===== src/hw/stack_ctrl_pkg.sv =====
// constants for the thread stack and privilege control register
package stack_ctrl_pkg;

  // ---------------------------------------------------------------
  // register layout
  // ---------------------------------------------------------------
  localparam int unsigned DATA_W          = 32;
  localparam int unsigned BIT_UNPRIV      = 0;
  localparam int unsigned BIT_STACK_SEL   = 1;
  localparam int unsigned BIT_FP_CONTEXT  = 2;
  localparam int unsigned USED_W          = 3;
  localparam logic [2:0]  CTRL_RESET      = 3'h0;

  // ---------------------------------------------------------------
  // exception return code fields
  // ---------------------------------------------------------------
  localparam int unsigned RET_BIT_PROCESS = 2;
  localparam int unsigned RET_BIT_THREAD  = 3;
  localparam int unsigned RET_BIT_NO_FP   = 4;

  // ---------------------------------------------------------------
  // processor mode
  // ---------------------------------------------------------------
  typedef enum logic [1:0]
  {
    MODE_THREAD  = 2'b01,
    MODE_HANDLER = 2'b10
  } mode_e;

endpackage : stack_ctrl_pkg


===== src/hw/thread_stack_privilege_control.sv =====
// special control register: stack select, thread privilege, fp context
`timescale 1ns/1ps
module thread_stack_privilege_control
(
  // clock and reset
  input  wire logic        i_clk,
  input  wire logic        i_rst,
  // software access by special register moves
  input  wire logic        i_move_write,
  input  wire logic [31:0] i_move_data,
  input  wire logic        i_mrs_read,
  input  wire logic        i_sync_barrier,
  // exception machinery
  input  wire logic        i_exc_entry,
  input  wire logic        i_exception_return,
  input  wire logic [31:0] i_return_code,
  // read answer
  output logic             o_read_valid,
  output logic [31:0]      o_read_data,
  // state seen by the core
  output logic             o_handler_mode,
  output logic             o_process_stack_active,
  output logic             o_unprivileged,
  output logic             o_fp_context_active,
  output logic             o_fp_preserve,
  output logic             o_sync_pending
);

  // ---------------------------------------------------------------
  // stored state and derived signals
  // ---------------------------------------------------------------
  stack_ctrl_pkg::mode_e mode_reg;
  logic                  fp_context_reg;
  logic                  stack_select_reg;
  logic                  unpriv_reg;
  logic                  process_stack_reg;
  logic                  sync_pending_reg;
  logic                  fp_preserve_reg;
  logic                  read_valid_reg;
  logic [31:0]           read_data_reg;
  logic [31:0]           read_next;
  logic                  in_handler;
  logic                  sw_write;
  logic                  ret_thread;
  logic                  ret_process;
  logic                  stack_select_next;

  assign in_handler  = (mode_reg == stack_ctrl_pkg::MODE_HANDLER);
  // exception events take the cycle; a software move in that cycle is lost
  assign sw_write    = i_move_write && !i_exc_entry && !i_exception_return;
  assign ret_thread  = i_return_code[stack_ctrl_pkg::RET_BIT_THREAD];
  assign ret_process = i_return_code[stack_ctrl_pkg::RET_BIT_PROCESS];

  // ---------------------------------------------------------------
  // processor mode
  // ---------------------------------------------------------------
  // reset lands in thread mode, never in handler mode
  always_ff @(posedge i_clk or posedge i_rst)
  begin
    if (i_rst)
      mode_reg <= stack_ctrl_pkg::MODE_THREAD;
    else if (i_exc_entry)
      mode_reg <= stack_ctrl_pkg::MODE_HANDLER;
    else if (i_exception_return)
    begin
      unique case (ret_thread)
        1'b1: mode_reg <= stack_ctrl_pkg::MODE_THREAD;
        1'b0: mode_reg <= stack_ctrl_pkg::MODE_HANDLER;
      endcase
    end
  end

  // ---------------------------------------------------------------
  // stack pointer select
  // ---------------------------------------------------------------
  always_comb
  begin
    stack_select_next = stack_select_reg;
    if (i_exc_entry)
      stack_select_next = 1'b0;
    else if (i_exception_return)
      stack_select_next = ret_thread && ret_process;
    else if (sw_write && !in_handler)
      stack_select_next =
        i_move_data[stack_ctrl_pkg::BIT_STACK_SEL];
  end

  always_ff @(posedge i_clk or posedge i_rst)
  begin
    if (i_rst)
      stack_select_reg <=
        stack_ctrl_pkg::CTRL_RESET[stack_ctrl_pkg::BIT_STACK_SEL];
    else
      stack_select_reg <= stack_select_next;
  end

  // ---------------------------------------------------------------
  // privilege and fp context
  // ---------------------------------------------------------------
  always_ff @(posedge i_clk or posedge i_rst)
  begin
    if (i_rst)
      unpriv_reg <= stack_ctrl_pkg::CTRL_RESET[stack_ctrl_pkg::BIT_UNPRIV];
    else if (sw_write)
      unpriv_reg <= i_move_data[stack_ctrl_pkg::BIT_UNPRIV];
  end

  // the fp context flag is cleared on entry once the frame decision is made
  always_ff @(posedge i_clk or posedge i_rst)
  begin
    if (i_rst)
      fp_context_reg <=
        stack_ctrl_pkg::CTRL_RESET[stack_ctrl_pkg::BIT_FP_CONTEXT];
    else if (i_exc_entry)
      fp_context_reg <= 1'b0;
    else if (i_exception_return)
      fp_context_reg <= !i_return_code[stack_ctrl_pkg::RET_BIT_NO_FP];
    else if (sw_write)
      fp_context_reg <= i_move_data[stack_ctrl_pkg::BIT_FP_CONTEXT];
  end

  always_ff @(posedge i_clk or posedge i_rst)
  begin
    if (i_rst)
      fp_preserve_reg <= 1'b0;
    else
      fp_preserve_reg <= i_exc_entry && fp_context_reg;
  end

  // ---------------------------------------------------------------
  // effective stack pointer
  // ---------------------------------------------------------------
  // software changes only take hold at the barrier, so the stack in use
  // never moves under instructions already in flight
  always_ff @(posedge i_clk or posedge i_rst)
  begin
    if (i_rst)
      process_stack_reg <= 1'b0;
    else if (i_exc_entry)
      process_stack_reg <= 1'b0;
    else if (i_exception_return)
      process_stack_reg <= ret_thread && ret_process;
    else if (i_sync_barrier)
      process_stack_reg <= stack_select_reg && !in_handler;
  end

  always_ff @(posedge i_clk or posedge i_rst)
  begin
    if (i_rst)
      sync_pending_reg <= 1'b0;
    else if (i_exc_entry || i_exception_return || i_sync_barrier)
      sync_pending_reg <= 1'b0;
    else if (stack_select_next != stack_select_reg)
      sync_pending_reg <= 1'b1;
  end

  // ---------------------------------------------------------------
  // read port
  // ---------------------------------------------------------------
  always_comb
  begin
    read_next = 32'h0;
    read_next[stack_ctrl_pkg::BIT_FP_CONTEXT] = fp_context_reg;
    read_next[stack_ctrl_pkg::BIT_STACK_SEL] =
      stack_select_reg && !in_handler;
    read_next[stack_ctrl_pkg::BIT_UNPRIV] = unpriv_reg;
  end

  always_ff @(posedge i_clk or posedge i_rst)
  begin
    if (i_rst)
    begin
      read_valid_reg <= 1'b0;
      read_data_reg  <= 32'h0;
    end
    else
    begin
      read_valid_reg <= i_mrs_read;
      if (i_mrs_read)
        read_data_reg <= read_next;
    end
  end

  assign o_read_valid           = read_valid_reg;
  assign o_read_data            = read_data_reg;
  assign o_handler_mode         = in_handler;
  assign o_process_stack_active = process_stack_reg;
  assign o_unprivileged         = unpriv_reg && !in_handler;
  assign o_fp_context_active    = fp_context_reg;
  assign o_fp_preserve          = fp_preserve_reg;
  assign o_sync_pending         = sync_pending_reg;
endmodule : thread_stack_privilege_control


===== config.mk =====
export PLATFORM = sky130hd
export DESIGN_NAME = thread_stack_privilege_control
export DESIGN_NICKNAME = d
export VERILOG_FILES = /design/src/hw/stack_ctrl_pkg.sv /design/src/hw/thread_stack_privilege_control.sv
export SDC_FILE = /design/constraint.sdc
export NUM_CORES = 1
export LEC_CHECK = 0
export BUFFER_PORTS_ARGS = -buffer_cell sky130_fd_sc_hd__buf_2
export CAP_MARGIN = 20
export CORE_ASPECT_RATIO = 1.1
export CORE_MARGIN = 2
export CORE_UTILIZATION = 33
export CTS_BUF_LIST = sky130_fd_sc_hd__clkbuf_2
export CTS_CLUSTER_DIAMETER = 80
export DETAILED_ROUTE_END_ITERATION = 7
export PLACE_DENSITY = 0.87
export REMOVE_ABC_BUFFERS = 1
export SLEW_MARGIN = 20
export SYNTH_ARGS = -nofsm -noshare
export SYNTH_HDL_FRONTEND = slang
export SYNTH_SLANG_ARGS = --single-unit
export TNS_END_PERCENT = 20

===== constraint.sdc =====
create_clock -name i_clk -period 2.5 [get_ports i_clk]
set_input_delay 0.25 -clock i_clk [delete_from_list [all_inputs] [get_ports i_clk]]
set_output_delay 0.25 -clock i_clk [all_outputs]
set_load 0.05 [all_outputs]

==> impl_metrics.env <==
export IMPL_postLayoutCoreUtil=0.366
export IMPL_place_gp_congestion=0.677
export IMPL_tritoncts="built"
export IMPL_synth_edf_count=0
export IMPL_cp_required_ns=2.25
export IMPL_die_area_um2=2720
export IMPL_cp_end_kind="primary output"
export IMPL_p_total_mw=0.526
export IMPL_syn_to_final_growth_pct=6.87
export IMPL_yosys_warnings=0
export IMPL_first_global_vias=430
export IMPL_largest_register_ffs=3
export IMPL_ys_ff_latch=12
export IMPL_layout_common_cells="conb_1, buf_2, dfrtp_1"
export IMPL_detail_route_wl_per_cell_um=9.45
export IMPL_diodes=0
export IMPL_antenna_found_initial=0
export IMPL_rows=18
export IMPL_drive_above_1_share=0.308
export IMPL_h_tree_depth=1
export IMPL_synth_top_area_frac=0.360
export IMPL_syn_area_um2=764
export IMPL_r2r_cells=4
export IMPL_r2r_end="stack_select_reg"
export IMPL_grt_pass1_wl_um=1880
export IMPL_finalCritPeriodShare=0.640
export IMPL_vias=512
export IMPL_cts_setup_buffers=0
export IMPL_place_inst=129
export IMPL_instances_no_fill=134
export IMPL_io_pins=110
export IMPL_crit_chain="nand2b_4 > and2_1 > buf_2"
export IMPL_yosysUniqueCellTypes=24
export IMPL_clk_latency_ns=0.26
export IMPL_mostFrequentLayoutCell="conb_1"
export IMPL_hold_path_class="input port to flop"
export IMPL_postSynthCellCount=79
export IMPL_syn_area_per_cell_um2=9.68
export IMPL_synthFlopType="dfrtp_1"
export IMPL_critPathBufInv=1
export IMPL_port_buffers=22
export IMPL_fmax_mhz=625
export IMPL_slew_violations=0
export IMPL_crit_fanout=6
export IMPL_cts_buffers=3
export IMPL_initial_core_util=0.343
export IMPL_hold_end="o_read_valid"
export IMPL_firstDrtPassIters=1
export IMPL_finalHoldViolCount=0
export IMPL_die_y_um=54.5
export IMPL_whs_path_depth=1
export IMPL_track_usage=0.0940
export IMPL_wirelength_um=1270
export IMPL_design_core_area_um2=2230
export IMPL_cp_top_family="flip-flops"
export IMPL_drt_iter0_drc=0
export IMPL_rsz0062_at_grt="false"
export IMPL_finalNetCount=176
export IMPL_crit_arrival_ns=1.35
export IMPL_p_per_area_nw_per_um2=644
export IMPL_period_needed_ns=1.60
export IMPL_ys_seq_area_frac=0.394
export IMPL_cp_slowest_cell="dfstp_2"
export IMPL_max_cap_viol_count=0
export IMPL_p_leak_nw=0.444
export IMPL_rrSetupSlack_ns=1.31
export IMPL_cts_buffer_depth=2
export IMPL_criticalPathCategory="flop to primary output"
export IMPL_setup_viol=0
export IMPL_hp_start="i_mrs_read"
export IMPL_cts_sinks=12
export IMPL_viasPerCell=3.82
export IMPL_grt_max_degree=13
export IMPL_clk_pin_slew_worst_paths_ns=0.12
export IMPL_fin_setup_tns_ns=0
export IMPL_peakVddDrop_v=0.000287
export IMPL_cp_startpoint="mode_reg[0]"
export IMPL_synth_area_leader_cell="dfrtp_1"
export IMPL_synth_area_leaders="dfrtp_1, buf_4, dfstp_2, a211oi_1, mux2_2"
export IMPL_dieWidth_um=49.9
export IMPL_status="finished clean"
export IMPL_r2r_start="mode_reg[0]"
export IMPL_antenna_left=0
export IMPL_drc=0
export IMPL_gr_total_overflow=0
export IMPL_async_reset_ff_frac=1.00
export IMPL_fin_worst_skew_ns=0.000131
export IMPL_slowest_delay_ns=0.56
export IMPL_worstSetupStartpointType="flop"
export IMPL_root_buffer="clkbuf_2"
[metrics by stage]
stage / hold WS [ns] / instance area, um^2 / worst slack, ns
floorplan: 0.114 / 641 / 1.18
global placement: 0.261 / 788 / 1.23
detailed placement: 0.270 / 788 / 1.20
CTS: 0.144 / 817 / 0.886
global route: 0.128 / 817 / 0.832
finish: 0.153 / 817 / 0.901
[power by group]
| part | switching, mW | total [mW] | internal, mW |
|---|---|---|---|
| logic | 0.173 | 0.210 | 0.0366 |
| clock network | 0.0610 | 0.0958 | 0.0348 |
| registers | 0.0102 | 0.221 | 0.211 |
[metal layers]
layer  GRT usage  wire, um
met5           0         0
met4      0.0417         0
met3      0.0273       149
met2       0.151       538
met1       0.118       577
[cells by family (layout without fill, tap and decap cells)]
| logic type | after synthesis | in the layout | share of synthesized area |
|---|---|---|---|
| AO/OA/AOI/OAI | 10 | 10 | 0.0802 |
| flip-flops | 12 | 12 | 0.394 |
| AND/OR/NAND/NOR | 18 | 18 | 0.139 |
| buffers and inverters | 34 | 31 | 0.319 |
| other | 1 | 29 | 0.00491 |
| multiplexers | 4 | 4 | 0.0622 |
[worst reg2reg max path: stages, from the launching register on]
cell	delay, ns
dfstp_2	0.56
nand2b_4	0.15
inv_1	0.06
nor4b_1	0.24
nor3_1	0.08
[timing repair]
| item | 4_1_cts | 5_1_grt |
|---|---|---|
| endpoints found under the setup margin | 0 | 0 |
| resized for setup | 0 | 0 |
| hold buffers | 1 | 0 |
| hold endpoints to repair | 11 | 0 |
[cell usage after synthesis, types with 2 or more instances]
| cell | count |
|---|---|
| nand2_1 | 4 |
| dfrtp_1 | 11 |
| o21ai_0 | 2 |
| mux2_2 | 2 |
| a211oi_1 | 3 |
| inv_1 | 4 |
| nand3_1 | 3 |
| buf_4 | 29 |
| a21oi_1 | 3 |
| and2_1 | 2 |
| nor2_1 | 2 |
| nand2b_1 | 2 |
[cell type report]
type                    instances  area, um^2
clock inverters                 1        3.75
multi-input cells              61         324
flip-flops and latches         12         302
repair buffers                 23         120
fillers                       242        1410
clock buffers                   3        15.0
inverters                       4        15.0
well taps                      30        37.5
[worst max-delay path by stage]
stage                       endpoint  slack, ns  cells past startpoint
finish                o_unprivileged       0.90                      3
global route          o_unprivileged       0.83                      3
CTS                   o_unprivileged       0.89                      3
detailed placement    o_unprivileged       1.20                      3
global placement      o_unprivileged       1.23                      3
floorplan           stack_select_reg       1.18                      4
No activity file was read; power rests on OpenSTA's default activity.
